===== src/hw/ppmt_pkg.sv =====
package ppmt_pkg;
   // Register indices; byte address is four times the index.
   localparam logic [9:0] IDX_CTRL = 10'h100;
   localparam logic [9:0] IDX_IOC  = 10'h101;
   localparam logic [9:0] IDX_MODE = 10'h102;
   localparam logic [9:0] IDX_PRE  = 10'h103;
   localparam logic [9:0] IDX_CNT  = 10'h104;
   // Control register fields.
   localparam int CTRL_START = 0;
   localparam int CTRL_STAT  = 1;
   localparam int CTRL_FSTOP = 2;
   localparam int CTRL_UNDF  = 4;
   localparam int CTRL_EDGE  = 5;
   // Pin io control fields.
   localparam int IOC_POL    = 0;
   localparam int IOC_FLT_LO = 4;
   localparam int IOC_FLT_HI = 5;
   // Mode register fields.
   localparam int MODE_OP_LO = 0;
   localparam int MODE_OP_HI = 2;
   localparam int MODE_SRC_LO = 4;
   localparam int MODE_SRC_HI = 5;
   localparam logic [2:0] MODE_PERIOD = 3'h3;
   // Rate codes shared by count source and filter sampling.
   localparam logic [1:0] RATE_F1  = 2'h0;
   localparam logic [1:0] RATE_F2  = 2'h1;
   localparam logic [1:0] RATE_F8  = 2'h2;
   localparam logic [1:0] RATE_F32 = 2'h3;
   // Reset values.
   localparam logic [7:0] RST_BYTE = 8'h00;
   localparam logic [7:0] RST_TMR  = 8'hff;
   // Filter agreement count.
   localparam int FLT_SAMPLES = 3;
   // Bus responses.
   localparam logic [1:0] RESP_OKAY   = 2'h0;
   localparam logic [1:0] RESP_SLVERR = 2'h2;
endpackage


===== src/hw/ppmt_timer.sv =====
// The AXI4-Lite interface to the registers was left to the implementer.
`timescale 1ns/1ps
module ppmt_timer
   import ppmt_pkg::*;
#(
   parameter int AW = 12
)(
   // Clock and reset.
   input  wire logic          clock,
   input  wire logic          rstn,
   // Write address and data channels.
   input  wire logic [AW-1:0] s_axi_awaddr,
   input  wire logic          s_axi_awvalid,
   output logic               s_axi_awready,
   input  wire logic [31:0]   s_axi_wdata,
   input  wire logic [3:0]    s_axi_wstrb,
   input  wire logic          s_axi_wvalid,
   output logic               s_axi_wready,
   // Write response channel.
   output logic [1:0]         s_axi_bresp,
   output logic               s_axi_bvalid,
   input  wire logic          s_axi_bready,
   // Read channels.
   input  wire logic [AW-1:0] s_axi_araddr,
   input  wire logic          s_axi_arvalid,
   output logic               s_axi_arready,
   output logic [31:0]        s_axi_rdata,
   output logic [1:0]         s_axi_rresp,
   output logic               s_axi_rvalid,
   input  wire logic          s_axi_rready,
   // Measured pulse and interrupt request.
   input  wire logic          measured_input_pin,
   output logic               timer_irq
);
   typedef struct packed {
      logic       wr_rdy;
      logic       bvalid;
      logic [1:0] bresp;
      logic       ar_rdy;
      logic       rvalid;
      logic [1:0] rresp;
      logic [7:0] rdata;
      logic       start;
      logic       stat;
      logic       eflag;
      logic       uflag;
      logic [7:0] ioc;
      logic [7:0] mode;
      logic [7:0] pre_rld;
      logic [7:0] pre_cnt;
      logic [7:0] tmr_rld;
      logic [7:0] tmr_cnt;
      logic [7:0] rbuf;
      logic       buf_full;
      logic       edge_pend;
      logic       cap_done;
      logic       lvl_d;
      logic [4:0] div;
      logic       irq;
   } ppmt_state_s;

   ppmt_state_s r_reg;
   ppmt_state_s r_next;

   logic       level;
   logic       cs_en;
   logic       smp_en;
   logic       edge_ev;
   logic       pre_uf;
   logic       uf_ev;
   logic       reload_ev;
   logic       wr_go;
   logic       rd_go;
   logic [9:0] wr_idx;
   logic [9:0] rd_idx;
   logic [7:0] wd;
   logic       period_mode;

   // Picks one enable of the shared divider for a rate code.
   function automatic logic rate_tick(input logic [1:0] k, input logic [4:0] d);
      logic t;
      t = 1'b1;
      unique case (k)
         RATE_F1:  t = 1'b1;
         RATE_F2:  t = d[0];
         RATE_F8:  t = &d[2:0];
         RATE_F32: t = &d;
      endcase
      return t;
   endfunction

   // Input filter; its sample rate comes from the same divider.
   ppmt_filter u_filter (
      .clock     (clock),
      .rstn      (rstn),
      .pin       (measured_input_pin),
      .enable    (|r_reg.ioc[IOC_FLT_HI:IOC_FLT_LO]),
      .sample_en (smp_en),
      .level     (level)
   );

   // Whole next state: counting first, then bus writes, then flag sets.
   always_comb begin
      r_next      = r_reg;
      wr_idx      = s_axi_awaddr[11:2];
      rd_idx      = s_axi_araddr[11:2];
      wd          = s_axi_wdata[7:0];
      wr_go       = r_reg.wr_rdy;
      rd_go       = r_reg.ar_rdy;
      period_mode = (r_reg.mode[MODE_OP_HI:MODE_OP_LO] == MODE_PERIOD);
      pre_uf      = 1'b0;
      uf_ev       = 1'b0;
      reload_ev   = 1'b0;
      r_next.div  = r_reg.div + 5'h01;
      r_next.irq  = 1'b0;
      cs_en  = rate_tick(r_reg.mode[MODE_SRC_HI:MODE_SRC_LO], r_reg.div);
      smp_en = rate_tick({r_reg.ioc[IOC_FLT_HI],
                          &r_reg.ioc[IOC_FLT_HI:IOC_FLT_LO]}, r_reg.div);
      // Selected edge as a one-cycle pulse, only while counting.
      r_next.lvl_d = level;
      edge_ev = r_reg.stat && (r_reg.ioc[IOC_POL] ? (!level && r_reg.lvl_d)
                                                  : (level && !r_reg.lvl_d));
      // Status lags start by up to one count-source cycle.
      if (cs_en) begin
         r_next.stat = r_reg.start;
      end
      // Prescaler and timer count only while the status says so.
      if (r_reg.stat && cs_en) begin
         if (r_reg.pre_cnt == 8'h00) begin
            r_next.pre_cnt = r_reg.pre_rld;
            pre_uf = 1'b1;
         end else begin
            r_next.pre_cnt = r_reg.pre_cnt - 8'h01;
         end
      end
      if (pre_uf) begin
         if (r_reg.cap_done) begin
            r_next.tmr_cnt  = r_reg.tmr_rld;
            r_next.cap_done = 1'b0;
            reload_ev = 1'b1;
            uf_ev = (r_reg.tmr_cnt == 8'h00);
         end else begin
            if (r_reg.tmr_cnt == 8'h00) begin
               r_next.tmr_cnt = r_reg.tmr_rld;
               uf_ev = 1'b1;
            end else begin
               r_next.tmr_cnt = r_reg.tmr_cnt - 8'h01;
            end
            if (r_reg.edge_pend) begin
               r_next.edge_pend = 1'b0;
               r_next.cap_done  = 1'b1;
               // An unread result is kept; the new one is lost.
               if (!r_reg.buf_full) begin
                  r_next.rbuf     = r_reg.tmr_cnt;
                  r_next.buf_full = 1'b1;
               end
            end
         end
      end
      // Edge state left from before a start must not raise the flag early.
      if (!r_reg.stat) begin
         r_next.edge_pend = 1'b0;
         r_next.cap_done  = 1'b0;
      end
      if (edge_ev) begin
         r_next.edge_pend = 1'b1;
      end
      r_next.irq = uf_ev || reload_ev || edge_ev;
      // Write channel: ready is offered once both address and data wait.
      if (!r_reg.wr_rdy && !r_reg.bvalid && s_axi_awvalid && s_axi_wvalid) begin
         r_next.wr_rdy = 1'b1;
      end
      if (r_reg.bvalid && s_axi_bready) begin
         r_next.bvalid = 1'b0;
      end
      if (wr_go) begin
         r_next.wr_rdy = 1'b0;
         r_next.bvalid = 1'b1;
         r_next.bresp  = RESP_OKAY;
         unique case (wr_idx)
            IDX_CTRL: begin
               if (s_axi_wstrb[0]) begin
                  r_next.start = wd[CTRL_START];
                  // Zero clears a flag, one leaves it alone.
                  if (!wd[CTRL_EDGE]) r_next.eflag = 1'b0;
                  if (!wd[CTRL_UNDF]) r_next.uflag = 1'b0;
                  if (wd[CTRL_FSTOP]) begin
                     r_next.start     = 1'b0;
                     r_next.stat      = 1'b0;
                     r_next.pre_rld   = RST_TMR;
                     r_next.pre_cnt   = RST_TMR;
                     r_next.tmr_rld   = RST_TMR;
                     r_next.tmr_cnt   = RST_TMR;
                     r_next.edge_pend = 1'b0;
                     r_next.cap_done  = 1'b0;
                  end
               end
            end
            IDX_IOC: begin
               if (s_axi_wstrb[0]) r_next.ioc = wd;
            end
            IDX_MODE: begin
               if (s_axi_wstrb[0]) r_next.mode = wd;
            end
            IDX_PRE: begin
               if (s_axi_wstrb[0]) begin
                  r_next.pre_rld = wd;
                  r_next.pre_cnt = wd;
               end
            end
            IDX_CNT: begin
               if (s_axi_wstrb[0]) begin
                  r_next.tmr_rld = wd;
                  r_next.tmr_cnt = wd;
               end
            end
            default: r_next.bresp = RESP_SLVERR;
         endcase
      end
      // Hardware sets win over a clear in the same cycle.
      if (reload_ev) r_next.eflag = 1'b1;
      if (uf_ev) r_next.uflag = 1'b1;
      // Read channel.
      if (!r_reg.ar_rdy && !r_reg.rvalid && s_axi_arvalid) begin
         r_next.ar_rdy = 1'b1;
      end
      if (r_reg.rvalid && s_axi_rready) begin
         r_next.rvalid = 1'b0;
      end
      if (rd_go) begin
         r_next.ar_rdy = 1'b0;
         r_next.rvalid = 1'b1;
         r_next.rresp  = RESP_OKAY;
         r_next.rdata  = RST_BYTE;
         // Each register is its own byte, so a pair read is two accesses.
         unique case (rd_idx)
            IDX_CTRL: begin
               r_next.rdata[CTRL_START] = r_reg.start;
               r_next.rdata[CTRL_STAT]  = r_reg.stat;
               r_next.rdata[CTRL_UNDF]  = r_reg.uflag;
               r_next.rdata[CTRL_EDGE]  = r_reg.eflag;
            end
            IDX_IOC:  r_next.rdata = r_reg.ioc;
            IDX_MODE: r_next.rdata = r_reg.mode;
            IDX_PRE:  r_next.rdata = r_reg.pre_cnt;
            IDX_CNT: begin
               if (period_mode) begin
                  r_next.rdata    = r_reg.rbuf;
                  // A capture in this same cycle stays held: the set wins over the read.
                  r_next.buf_full = r_next.buf_full && !r_reg.buf_full;
               end else begin
                  r_next.rdata = r_reg.tmr_cnt;
               end
            end
            default: r_next.rresp = RESP_SLVERR;
         endcase
      end
   end

   // Reset leaves the timer stopped with both flags clear.
   always_ff @(posedge clock or negedge rstn) begin
      if (!rstn) begin
         r_reg         <= '0;
         r_reg.pre_rld <= RST_TMR;
         r_reg.pre_cnt <= RST_TMR;
         r_reg.tmr_rld <= RST_TMR;
         r_reg.tmr_cnt <= RST_TMR;
      end else begin
         r_reg <= r_next;
      end
   end

   // Every output is a state bit, except the upper 24 bits of rdata, which are zero.
   assign s_axi_awready = r_reg.wr_rdy;
   assign s_axi_wready  = r_reg.wr_rdy;
   assign s_axi_bvalid  = r_reg.bvalid;
   assign s_axi_bresp   = r_reg.bresp;
   assign s_axi_arready = r_reg.ar_rdy;
   assign s_axi_rvalid  = r_reg.rvalid;
   assign s_axi_rresp   = r_reg.rresp;
   assign s_axi_rdata   = {24'h000000, r_reg.rdata};
   assign timer_irq     = r_reg.irq;
endmodule


===== src/hw/ppmt_filter.sv =====
`timescale 1ns/1ps
module ppmt_filter
   import ppmt_pkg::*;
(
   // Clock and reset.
   input  wire logic       clock,
   input  wire logic       rstn,
   // Pin and filter control.
   input  wire logic       pin,
   input  wire logic       enable,
   input  wire logic       sample_en,
   // Accepted level.
   output logic            level
);
   typedef struct packed {
      logic [FLT_SAMPLES-1:0] hist;
      logic                   lvl;
   } ppmt_filt_s;

   ppmt_filt_s r_reg;
   ppmt_filt_s r_next;

   // With the filter enabled, the level moves only once every recent sample agrees; disabled, it follows the pin.
   always_comb begin
      r_next = r_reg;
      if (!enable) begin
         r_next.lvl = pin;
      end else if (sample_en) begin
         r_next.hist = {r_reg.hist[FLT_SAMPLES-2:0], pin};
         if (&r_reg.hist || ~|r_reg.hist) begin
            r_next.lvl = r_reg.hist[0];
         end
      end
   end

   always_ff @(posedge clock or negedge rstn) begin
      if (!rstn) begin
         r_reg <= '0;
      end else begin
         r_reg <= r_next;
      end
   end

   assign level = r_reg.lvl;
endmodule


===== config.mk =====
export PLATFORM = sky130hd
export DESIGN_NAME = ppmt_timer
export DESIGN_NICKNAME = d
export VERILOG_FILES = /design/src/hw/ppmt_pkg.sv /design/src/hw/ppmt_timer.sv /design/src/hw/ppmt_filter.sv
export SDC_FILE = /design/constraint.sdc
export NUM_CORES = 1
export LEC_CHECK = 0
export BUFFER_PORTS_ARGS = -buffer_cell sky130_fd_sc_hd__clkbuf_2
export CAP_MARGIN = 20
export CORE_AREA = 2 2 76 132
export CTS_CLUSTER_SIZE = 16
export DETAILED_ROUTE_END_ITERATION = 16
export DIE_AREA = 0 0 78 134
export PLACE_DENSITY = 0.8
export SLEW_MARGIN = 20
export SYNTH_ARGS = -nofsm -noshare
export SYNTH_HDL_FRONTEND = slang
export SYNTH_SLANG_ARGS = --single-unit

===== constraint.sdc =====
create_clock -name clock -period 5.6 [get_ports clock]
set_input_delay 0.84 -clock clock [delete_from_list [all_inputs] [get_ports clock]]
set_output_delay 0.84 -clock clock [all_outputs]
set_load 0.02 [all_outputs]

[Yosys cells after proc, flatten, opt, wreduce, memory -nomap -nowiden]
Index checks and enable logic that the tools add are counted.
Storage, ports and cells
  word-level logic and storage cells: 174
  output and inout port bits: 42
  register bits: 90
  input port bits: 68
Cells by class
  muxes and demuxes: 63
  equality and inequality tests: 25
  add/subtract/negate cells: 3
  bitwise logic cells: 2
  reduce and logical (&&, ||, !) cells: 55
Operator list (number)
  equality test 10 x 9 -> 1 bit, second input constant: 10
  2-to-1 mux 8 bit: 9
  2-to-1 mux 32 bit: 2
  one-hot mux 16 bit (2 select lines): 2
  2-to-1 mux 51 bit: 1
  2-to-1 mux 16 bit: 2
  2-to-1 mux 1 bit: 25
  one-hot mux 2 bit (5 select lines): 2
  nonzero test 2 bit: 10
  2-to-1 mux 19 bit: 1
  logical NOT 8 bit: 2
  2-to-1 mux 2 bit: 8
  one-hot mux 2 bit (4 select lines): 2
  subtractor 8 x 1 -> 8 bit, second input constant: 2
  AND reduction 3 bit: 5
  AND reduction 5 bit: 3
  logical AND 1 bit: 12
  2-to-1 mux 12 bit: 1
  inequality test 2 bit, second input constant: 6
  AND reduction 4 bit: 3
  2-to-1 mux 11 bit: 1
  2-to-1 mux 10 bit: 1
  OR reduction 5 bit: 2
  2-to-1 mux 9 bit: 1
  other kinds (15): 35

[Logic depth before layout (Yosys ltp)]
Gate-level depths: netlist (run 1).
  depth in word-level cells: 11
  mapped depth: 9
  gate-level depth less buffers: 8

[Cells and area by module]
A second synthesis (run 1) with hierarchy kept.
Unflattened totals
  cells, all modules: 488
  area total of the unflattened synthesis: 5033.6 µm²
By module, submodules not included
  ppmt_timer: times used 1, cells each 475, area an instance 4860.9 µm², seq. area each 2142.1 µm²
  ppmt_filter: times used 1, cells each 13, area an instance 172.7 µm², seq. area each 100.1 µm²

[Worst setup path before layout (run 1)]
Ideal clock, no wire load.
  path type: input-to-reg
  from: input s_axi_awaddr[9]
  to: register r_reg[45] (netlist name)
  path slack: 2.788 ns
  stages: 6
  setup time: 0.077 ns
  data required time: 5.523 ns
  arrival: 2.735 ns
  path buffers: 2
  path through: or4b_1 > buf_2 > or4b_1 > buf_2 > a311o_4 > a21o_1
On the way
  cells in the longest elaborated chain, start to end: 3
  elaborated cells on any way between the ends: 8
  those cells by class: eq/ne: 5; mux: 1; reduce/logical: 2
Ends and longest elaborated chain
  from (decl): line ppmt_timer.sv:12  | input wire logic [AW-1:0] s_axi_awaddr,
  equality test 10 x 9 -> 1 bit: line ppmt_timer.sv:180  | unique case (wr_idx)
  inequality test 2 bit (no line) or nonzero test 2 bit (tied branches)
  AND reduction 5 bit (no line)
  to (signal assigned): line ppmt_timer.sv:269  | r_reg <= r_next;
  to (decl): line ppmt_timer.sv:62  | ppmt_state_s r_reg;
Parallel ways exist; a longest one is shown, timed or not.
A chain may end at the register's enable or synchronous reset.

==> results of run 1 <==
==> metrics by stage <==
step	total power [uW]	instance area, um^2	instances	utilization (%)	worst slack (ps)
CTS	1470	5580	688	59.3	2660
global placement	817	5260	672	55.9	2380
detailed placement	822	5260	672	55.9	2360
global route	1510	5580	688	59.3	2530
floorplan	793	5190	555	-	2790
finish	1460	5580	688	59.3	2660
==> cells by family (layout without fill, tap and decap cells) <==
kind of cell	Yosys count	count (layout)	synth area share, %
AOI/OAI and AO/OA	147	147	18.9
xor gates and xnor gates	2	2	0.344
adders and majority gates	7	7	1.72
buffers and inverters	76	87	8.37
DFF	88	88	44.0
muxes	42	42	8.94
other	1	26	0.0736
and+or+nand+nor	167	167	17.7
==> power groups by stage <==
stage | combinational, uW | clock (uW) | sequential [uW]
floorplan | 109 | 0 | 684
global placement | 129 | 0 | 689
detailed placement | 132 | 0 | 689
CTS | 133 | 657 | 679
global route | 146 | 682 | 682
finish | 132 | 646 | 678
==> cells in the final DEF (no fill, tap or decap), types with 9 or more instances in the layout <==
cell	instances
a21o_1	14
a21oi_1	33
a221oi_1	9
clkbuf_16	9
clkbuf_2	51
conb_1	26
dfrtp_1	56
dfstp_2	32
inv_1	16
mux2_2	28
mux2i_1	14
nand2_1	36
nor2_1	46
o21ai_0	27
o22ai_1	15
==> cells in the mapped netlist (5+ instances only) <==
library cell,count,area [um^2]
nor3_1,8,40.0
nor4_1,5,31.3
clkbuf_1,19,71.3
a21oi_1,33,165
nor2b_1,8,50.1
mux2i_1,14,140
a21o_1,14,105
dfstp_2,32,841
nand4_1,7,43.8
mux2_2,28,315
or2_2,6,37.5
inv_1,16,60.1
nand3b_1,5,37.5
nor2_1,46,173
a221oi_1,9,78.8
o22ai_1,15,93.8
a31oi_1,8,50.1
o21ai_1,5,25.0
nand2_1,36,135
ha_1,7,87.6
o21ai_0,27,135
dfrtp_1,56,1400
nand3_1,7,35.0
or3_1,7,43.8
o31ai_1,5,37.5
buf_4,37,278
==> final cells by class <==
cell class              instances  area [um^2]  area share [%]
multi-input cells             391         2520            45.1
clock inverters                 7         96.3            1.73
repair buffers                 55          285            5.11
clock buffers                   9          225            4.03
flip-flops and latches         88         2240            40.2
well taps                     122          153            2.73
inverters                      16         60.1            1.08
==> per-layer routing <==
metal | routed length (um) | part of all wire [%] | up-vias | track usage [%]
li1 | - | - | 1944 | -
met1 | 4620 | 36 | 2074 | 28.7
met2 | 6680 | 53 | 210 | 44.1
met3 | 701 | 5.5 | 48 | 4.98
met4 | 680 | 5.4 | 0 | 14.9
met5 | 0 | 0 | - | 0
==> worst max-delay path by stage <==
stage / start / cells after the start / endpoint
4_1_cts: s_axi_awaddr[9] / 7 / r_reg[19]$_DFF_PN1_
6_report: s_axi_awaddr[9] / 7 / r_reg[19]$_DFF_PN1_
2_1_floorplan: s_axi_awaddr[9] / 6 / r_reg[45]$_DFFE_PN1P_
5_1_grt: r_reg[1]$_DFF_PN0_ / 9 / r_reg[16]$_DFFE_PN0P_
3_3_place_gp: s_axi_awaddr[9] / 7 / r_reg[19]$_DFF_PN1_
3_5_place_dp: s_axi_awaddr[9] / 7 / r_reg[19]$_DFF_PN1_
==> out/metrics.cfg, run 1 <==
[status]
outcome=complete, no violations

[route]
viasPerCell=6.22
ant_nets=0
wl_per_cell_um=18.4
dr.pass1.iters=5
first_iter_violations=317
wl_um=12700
vias=4276
drc=0

[logic_synthesis]
synth_seq_cells=88
syn_area_per_cell_um2=9.61
ys.flop_type=dfrtp_1
ys_types=61
synth_edf_count=0
synth_warnings=0
ys_seq_area_share_pct=44.0
synth_area_um2=5090
synthArstFlopShare_pct=100
syn_inst=530

[power_and_ir_drop]
p_clk_share_pct=44.4
p_comb_share_pct=9.1
peakVddDrop_v=0.000143
swShare_pct=25.2
p_int_uw=1090
switchingPower_uw=368
power_density_nw_per_um2=261
p_seq_share_pct=46.6
leakagePower_uw=0.00255

[critical_path]
reg2regPathDepth=9
path_buf_inv=2
critical_path.top_delay_family=simple AND/OR/NAND/NOR gates
critical_path.cell_chain=clkbuf_2, or4b_1, nor4_1, buf_4, a21oi_1, nor2_1, o21bai_1
rrSetupSlack_ps=2700
r2r_end=r_reg[16]$_DFFE_PN0P_
rr_startpoint=r_reg[1]$_DFF_PN0_
cp_slowest_cell=nor4_1
crit_fanout=7
worstPathArrival_ps=3210
path_class=input pin to flop
cp-start-kind=input pin
worstPathRequired_ps=5880
end_kind=flop
cp_slowest_stage_delay_ps=960

[timing]
min_period_ps=2940
fmax_ghz=0.341
period_share_pct=52.4
timing.final.hold_violations=0
rsz0062_at_grt=no
maxSlewHeadroom_pct=26.2
final.setup.tns_ps=0
worstMarginPinSlew_ps=1100
slew_violations=0
finClkSkew_ps=7.65
fin_hold_ws_ps=442
setup_viol=0

[cts]
clk_pin_slew_ps=60
postCtsSetupRepairBufs=0
htreeDepth=3
cts_sinks=88
ctsHoldBuffers=0
cts_made_buffers=9
clock_latency_ps=350
cts-root-buf=clkbuf_16
cts-resized-gates=0
cts.path.max_buffers=2
cts_tree=built

[grt]
antenna_found_initial=0
track_usage_pct=25.4
grt_max_degree=52
grt_pass1_wl_um=20900
first_global_vias=4271
overflow=0

[layout]
n_fill_cell=824
synthToLayoutAreaGrowth_pct=9.55
drive_gt1_share_pct=26.3
nNetsFinal=636
largest_reg_flops=69
antenna_cells=0

[floorplanning]
core-area_um2=9410
start_util_pct=54.1
die_h_um=134
fp-row-count=47
dieArea_um2=10500
io_pins=110
die_w_um=78

[min_path]
hold_class=input pin to async pin

[placement]
dp_hpwl_um=9580
gp_congestion=0.901
port-buffer-count=52

[job]
drv_cap=0

No activity file was read; power rests on OpenSTA's default activity.
==> inputs of run 2 (changes only) <==
Settings changed: CORE_AREA 2 2 76 132 to 2 2 80 139, DIE_AREA 0 0 78 134 to 0 0 82 141, PLACE_DENSITY 0.8 to 0.76.
Clock period 5.6 ns to 2.6 ns, I/O delays scaled along.
==> run 2 against run 1 <==
Die area up 11%; final cell count up 3.2%; clock power up 95%; largest cell class unchanged; sequential power up 120%; worst hold slack worse by 280 ps.
==> out/metrics.cfg, run 2 (same netlist as run 1, synthesis figures left out) <==
[status]
outcome=complete, no violations

[layout]
antenna_cells=0  ; unchanged
n_fill_cell=945  ; +15%
fin_util_pct=54.0  ; -5.4 points
layout_common_cells=dfrtp_1 (56), clkbuf_2 (51), nor2_1 (46)
final_common_cell=dfrtp_1
nNetsFinal=650  ; +2.2%
synthToLayoutAreaGrowth_pct=11.3
drive_gt1_share_pct=28.1  ; +1.8 points
largest_reg_flops=69  ; unchanged

[timing]
worstMarginPinSlew_ps=883  ; -214 ps
timing.final.hold_violations=0  ; unchanged
rsz0062_at_grt=no
fmax_ghz=0.403
min_period_ps=2480
final.setup.tns_ps=0  ; unchanged
period_share_pct=95.3
setup_viol=0  ; unchanged
maxSlewHeadroom_pct=41.1  ; +15 points
finClkSkew_ps=4.58  ; -3.07 ps
slew_violations=0  ; unchanged

[critical_path]
end_kind=flop
cp-start-kind=flop
critical_path.top_delay_family=compound AO/OA/AOI/OAI gates
crit_fanout=7  ; unchanged
worstPathRequired_ps=2850  ; -3030 ps
worstPathArrival_ps=2730  ; -480 ps
critical_path_depth=10  ; +3
cp_slowest_stage_delay_ps=420  ; -540 ps
path_buf_inv=2  ; unchanged
path_class=flop to flop
critical_path.cell_chain=ha_1, and3_1, ha_1, mux2i_1, a211oi_2, buf_4, and2_2, buf_4, a221oi_1, o22ai_1
reg2regPathDepth=10  ; +1
cp_slowest_cell=dfrtp_1

[cts]
cts-root-buf=clkbuf_16
cts_sinks=88  ; unchanged
cts_tree=built
cts-resized-gates=0  ; unchanged
clock_latency_ps=340  ; about the same
cts_made_buffers=9  ; unchanged
ctsHoldBuffers=0  ; unchanged
clk_pin_slew_ps=60  ; about the same
postCtsSetupRepairBufs=0  ; unchanged
cts.path.max_buffers=2  ; unchanged
htreeDepth=3  ; unchanged

[power_and_ir_drop]
peakVddDrop_v=0.000362  ; +150%
switchingPower_uw=780  ; +110%
swShare_pct=25.9  ; +0.65 points
p_seq_share_pct=48.5  ; +1.9 points
p_comb_share_pct=9.5  ; +0.4 points
power_density_nw_per_um2=531  ; +100%
p_int_uw=2230  ; +110%
leakagePower_uw=0.00260  ; +2.2%
p_clk_share_pct=42.0  ; -2.4 points

[route]
wl_um=13000  ; +2.9%
ant_nets=0  ; unchanged
vias=4253  ; -0.54%
dr.pass1.iters=5  ; unchanged
viasPerCell=5.99  ; -3.6%
drc=0  ; unchanged
wl_per_cell_um=18.4  ; -0.29%
first_iter_violations=386  ; +22%

[grt]
antenna_found_initial=0  ; unchanged
first_global_vias=4315  ; +1.0%
grt_pass1_wl_um=21000  ; +0.49%
overflow=0  ; unchanged
grt_max_degree=71  ; +37%
track_usage_pct=23.9  ; -1.5 points

[floorplanning]
dieArea_um2=11600  ; +11%
die_h_um=141  ; +5.2%
start_util_pct=48.5  ; -5.7 points
core-area_um2=10500  ; +12%
io_pins=110  ; unchanged
fp-row-count=50  ; +6.4%
die_w_um=82  ; +5.1%

[min_path]
hold_class=input pin to async pin

[placement]
dp_hpwl_um=10000  ; +4.6%
port-buffer-count=52  ; unchanged
gp_congestion=0.927  ; +2.9%

[job]
drv_cap=0  ; unchanged

## run 2: cell type report
| cell class | count | area, um^2 | share of cell area, % |
|---|---|---|---|
| multi-input combinational | 391 | 2520 | 44.5 |
| sequential | 88 | 2240 | 39.5 |
| timing repair buffer | 69 | 390 | 6.88 |
| clock buffer | 13 | 270 | 4.77 |
| tap | 130 | 163 | 2.87 |
| inverter | 16 | 60.1 | 1.06 |
| clock inverter | 3 | 25.0 | 0.441 |
## run 2: power groups by stage
stage / clock network [uW] / registers, uW / logic (uW)
4_1_cts: 1290 / 1460 / 288
3_3_place_gp: 0 / 1480 / 280
6_report: 1260 / 1460 / 286
5_1_grt: 1350 / 1470 / 316
2_1_floorplan: 0 / 1470 / 236
3_5_place_dp: 0 / 1490 / 287
## run 2: path summary, 6_finish.rpt
| check | from | to | slack, ps |
|---|---|---|---|
| min in group clock | s_axi_rready | s_axi_rvalid$_DFFE_PN0P_ | 240 |
| setup reg to reg | r_reg[1]$_DFF_PN0_ | r_reg[34]$_DFF_PN1_ | 120 |
| hold / removal | rstn | r_reg[13]$_DFFE_PN0P_ | 160 |
| hold reg to reg | s_axi_bvalid$_DFFE_PN0P_ | s_axi_awready$_DFF_PN0_ | 450 |
| setup / recovery | r_reg[1]$_DFF_PN0_ | r_reg[34]$_DFF_PN1_ | 120 |
| max in group asynchronous | rstn | r_reg[35]$_DFF_PN1_ | 1640 |
## run 2: metal layers
metal | up-vias | routed length, um | global-route usage (%)
li1 | 1960 | - | -
met1 | 2054 | 4800 | 27.2
met2 | 195 | 6820 | 41.0
met3 | 44 | 774 | 4.16
met4 | 0 | 647 | 13.7
met5 | - | 0 | 0
## run 2: metrics by stage
| stage | std cells | area (um^2) | setup WS, ps | hold WS, ps | total power [uW] |
|---|---|---|---|---|---|
| 2_1_floorplan | 555 | 5190 | 43.2 | 94.4 | 1710 |
| 3_3_place_gp | 694 | 5380 | 157 | 439 | 1760 |
| 3_5_place_dp | 694 | 5380 | 93.5 | 449 | 1770 |
| 6_report | 710 | 5670 | 121 | 159 | 3010 |
| 4_1_cts | 710 | 5670 | 68.0 | 185 | 3040 |
| 5_1_grt | 710 | 5670 | 38.9 | 225 | 3140 |
==> inputs of run 3 (changes only) <==
--- a/config.mk
+++ b/config.mk
@@ -7,8 +7,9 @@
 export LEC_CHECK = 0
+export ABC_AREA = 1
 export BUFFER_PORTS_ARGS = -buffer_cell sky130_fd_sc_hd__clkbuf_2
 export CAP_MARGIN = 20
-export CORE_AREA = 2 2 80 139
+export CORE_AREA = 5 5 84 145
 export CTS_CLUSTER_SIZE = 16
 export DETAILED_ROUTE_END_ITERATION = 16
-export DIE_AREA = 0 0 82 141
+export DIE_AREA = 0 0 89 150
 export PLACE_DENSITY = 0.76
==> constraint.sdc (replaced) <==
create_clock -name clock -period 2.6 [get_ports clock]
set_input_delay 0.26 -clock clock [delete_from_list [all_inputs] [get_ports clock]]
set_output_delay 0.26 -clock clock [all_outputs]
set_load 0.02 [all_outputs]
==> run 3 against run 2 <==
The flow now finishes with violations (negative hold slack); global-route usage down 3.3 points; via count up 10%; synthesized area up 4.2%; final cell count up 24%; sequential share of layout area down 1.3 points; die area up 15%; routed wire length up 0.44%; worst setup slack better by 300 ps; maximum frequency up 14%; first-iteration DRC count down 20%; non-clock buffer count down 12; largest cell class unchanged; largest power group unchanged.
==> out/metrics.cfg, run 3 <==
[logic_synthesis]
synth_warnings=0  ; unchanged
ys.flop_type=dfrtp_1
synth_edf_count=0  ; unchanged
syn_inst=697  ; +32%
syn_area_per_cell_um2=7.62  ; -21%
synth_area_leaders=dfrtp_1 (26%), dfstp_2 (16%), nand2_1 (13%), o21ai_0 (8.7%), buf_4 (5.2%)
synth_area_um2=5310  ; +4.2%
netlist_top_cells_count=nand2_1 (183), o21ai_0 (92), inv_1 (73), nor2_1 (57), dfrtp_1 (56)
synthArstFlopShare_pct=100  ; unchanged
synth_most_common_cell=nand2_1
ys_seq_area_share_pct=42.2  ; -1.8 points
synth_seq_cells=88  ; unchanged
synth_top_cell_by_area=dfrtp_1
ys_types=46  ; -25%
synth_top_area_share_pct=26.4  ; -1.1 points

[route]
drc=0  ; unchanged
viasPerCell=5.32  ; -11%
first_iter_violations=307  ; -20%
vias=4681  ; +10%
wl_per_cell_um=14.9  ; -19%
wl_um=13100  ; +0.44%
dr.pass1.iters=6  ; +1
ant_nets=0  ; unchanged

[layout]
drive_gt1_share_pct=18.9  ; -9.3 points
layout_common_cells=nand2_1 (183), o21ai_0 (92), inv_1 (73)
synthToLayoutAreaGrowth_pct=10.5
fin_util_pct=53.8  ; -0.16 points
final_common_cell=nand2_1
largest_reg_flops=69  ; unchanged
nNetsFinal=818  ; +26%
fin_area_um2=5870  ; +3.5%
antenna_cells=0  ; unchanged
n_fill_cell=1016  ; +7.5%

[timing]
finClkSkew_ps=6.10  ; +1.52 ps
period_share_pct=83.7  ; -12 points
rsz0062_at_grt=no
worstMarginPinSlew_ps=732  ; -151 ps
fin_hold_ws_ps=-44.9  ; -204 ps
fmax_ghz=0.459  ; +14%
min_period_ps=2180  ; -302 ps
timing.final.hold_violations=50  ; +50
setup_viol=0  ; unchanged
final.setup.tns_ps=0  ; unchanged
maxSlewHeadroom_pct=51.2  ; +10 points
slew_violations=0  ; unchanged

[floorplanning]
core-area_um2=10900  ; +3.8%
die_h_um=150  ; +6.4%
start_util_pct=48.7  ; +0.20 points
io_pins=110  ; unchanged
die_w_um=89  ; +8.5%
dieArea_um2=13400  ; +15%
fp-row-count=51  ; +2.0%

[critical_path]
r2r_end=r_reg[23]$_DFF_PN1_
crit_fanout=13  ; +6
worstPathRequired_ps=2880  ; +30 ps
reg2regPathDepth=16  ; +6
path_class=flop to flop
rrSetupSlack_ps=420  ; +300 ps
end_kind=flop
cp-start-kind=flop
rr_startpoint=r_reg[1]$_DFF_PN0_
worstPathArrival_ps=2460  ; -270 ps

[min_path]
hold_class=input pin to async pin

[grt]
antenna_found_initial=0  ; unchanged
track_usage_pct=20.7  ; -3.3 points
overflow=0  ; unchanged
grt_pass1_wl_um=21500  ; +2.2%
first_global_vias=4648  ; +7.7%
grt_max_degree=82  ; +15%

[placement]
gp_congestion=0.964  ; +4.0%
dp_hpwl_um=10100  ; +0.47%
port-buffer-count=52  ; unchanged
place_area_um2=5530  ; +2.9%

[job]
drv_cap=0  ; unchanged

[status]
outcome=complete, but fails checks
violations=negative hold slack

[cts]
postCtsSetupRepairBufs=0  ; unchanged
clk_pin_slew_ps=60  ; about the same
ctsHoldBuffers=0  ; unchanged
htreeDepth=3  ; unchanged
cts_made_buffers=9  ; unchanged
cts.path.max_buffers=2  ; unchanged
cts_tree=built
cts-root-buf=clkbuf_16
clock_latency_ps=340  ; about the same
cts_sinks=88  ; unchanged
cts-resized-gates=0  ; unchanged

[power_and_ir_drop]
peakVddDrop_v=0.000379  ; +4.6%
leakagePower_uw=0.00287  ; +10%
power_density_nw_per_um2=781  ; +47%
power.total_uw=4580  ; +52%

run 3: how the worst max path moves through the flow:
stage / startpoint / end / slack, ps
after floorplan: r_reg[1]$_DFF_PN0_ / r_reg[39]$_DFF_PN1_ / 750
after global placement: r_reg[1]$_DFF_PN0_ / r_reg[23]$_DFF_PN1_ / 460
after detailed placement: r_reg[1]$_DFF_PN0_ / r_reg[23]$_DFF_PN1_ / 440
after CTS: r_reg[1]$_DFF_PN0_ / r_reg[23]$_DFF_PN1_ / 410
after global routing: r_reg[1]$_DFF_PN0_ / r_reg[23]$_DFF_PN1_ / 180
final: r_reg[1]$_DFF_PN0_ / r_reg[23]$_DFF_PN1_ / 420
run 3: worst max-delay path, cell delays in order, from the launching register on:
cell and delay, ps:
dfrtp_1 370, ha_1 180, nand2_1 50, nor2_1 90
ha_1 170, nand2_1 70, nand3_2 110, nand3_4 170
nor2_8 250, inv_2 170, nand2_1 150, nand3_1 90
nand2_1 70, inv_1 40, nand2_1 40, nand2_1 40
nand2_1 50
run 3: kinds of logic (layout without fill, tap and decap cells):
logic type | count (synthesis) | after routing | synth area share, %
buffers and inverters | 131 | 157 | 12.5
xor gates and xnor gates | 6 | 6 | 0.989
muxes | 1 | 1 | 0.188
AOI/OAI and AO/OA | 136 | 136 | 13.9
adders and majority gates | 7 | 7 | 1.65
DFF | 88 | 88 | 42.2
and+or+nand+nor | 327 | 327 | 28.5
other | 1 | 26 | 0.0706
run 3: final cells by class:
class	count	area [um^2]	share of cell area, %
tap	132	165	2.81
clock buffer	14	274	4.67
clock inverter	2	60.1	1.02
timing repair buffer	57	304	5.18
multi-input combinational	503	2500	42.6
inverter	84	325	5.54
sequential	88	2240	38.2
run 3: per-layer routing:
metal	global-route usage (%)	vias up	wire, um
met5	0	-	0
met4	10.7	0	641
met3	3.47	41	695
met2	36.9	169	6900
met1	22.7	2169	4870
li1	-	2302	-
run 3: per-stage QoR:
step / setup slack (ps) / instances
6_report: 423 / 880
5_1_grt: 183 / 880
4_1_cts: 408 / 880
3_5_place_dp: 442 / 864
3_3_place_gp: 464 / 864
2_1_floorplan: 754 / 722
run 3: power by group:
group | total (uW) | internal [uW] | leakage, uW | switching [uW]
Clock | 1440 | 922 | 0.000163 | 520
Sequential | 1770 | 1620 | 0.00104 | 155
Combinational | 1370 | 456 | 0.00166 | 915
Total | 4580 | 2990 | 0.00287 | 1590
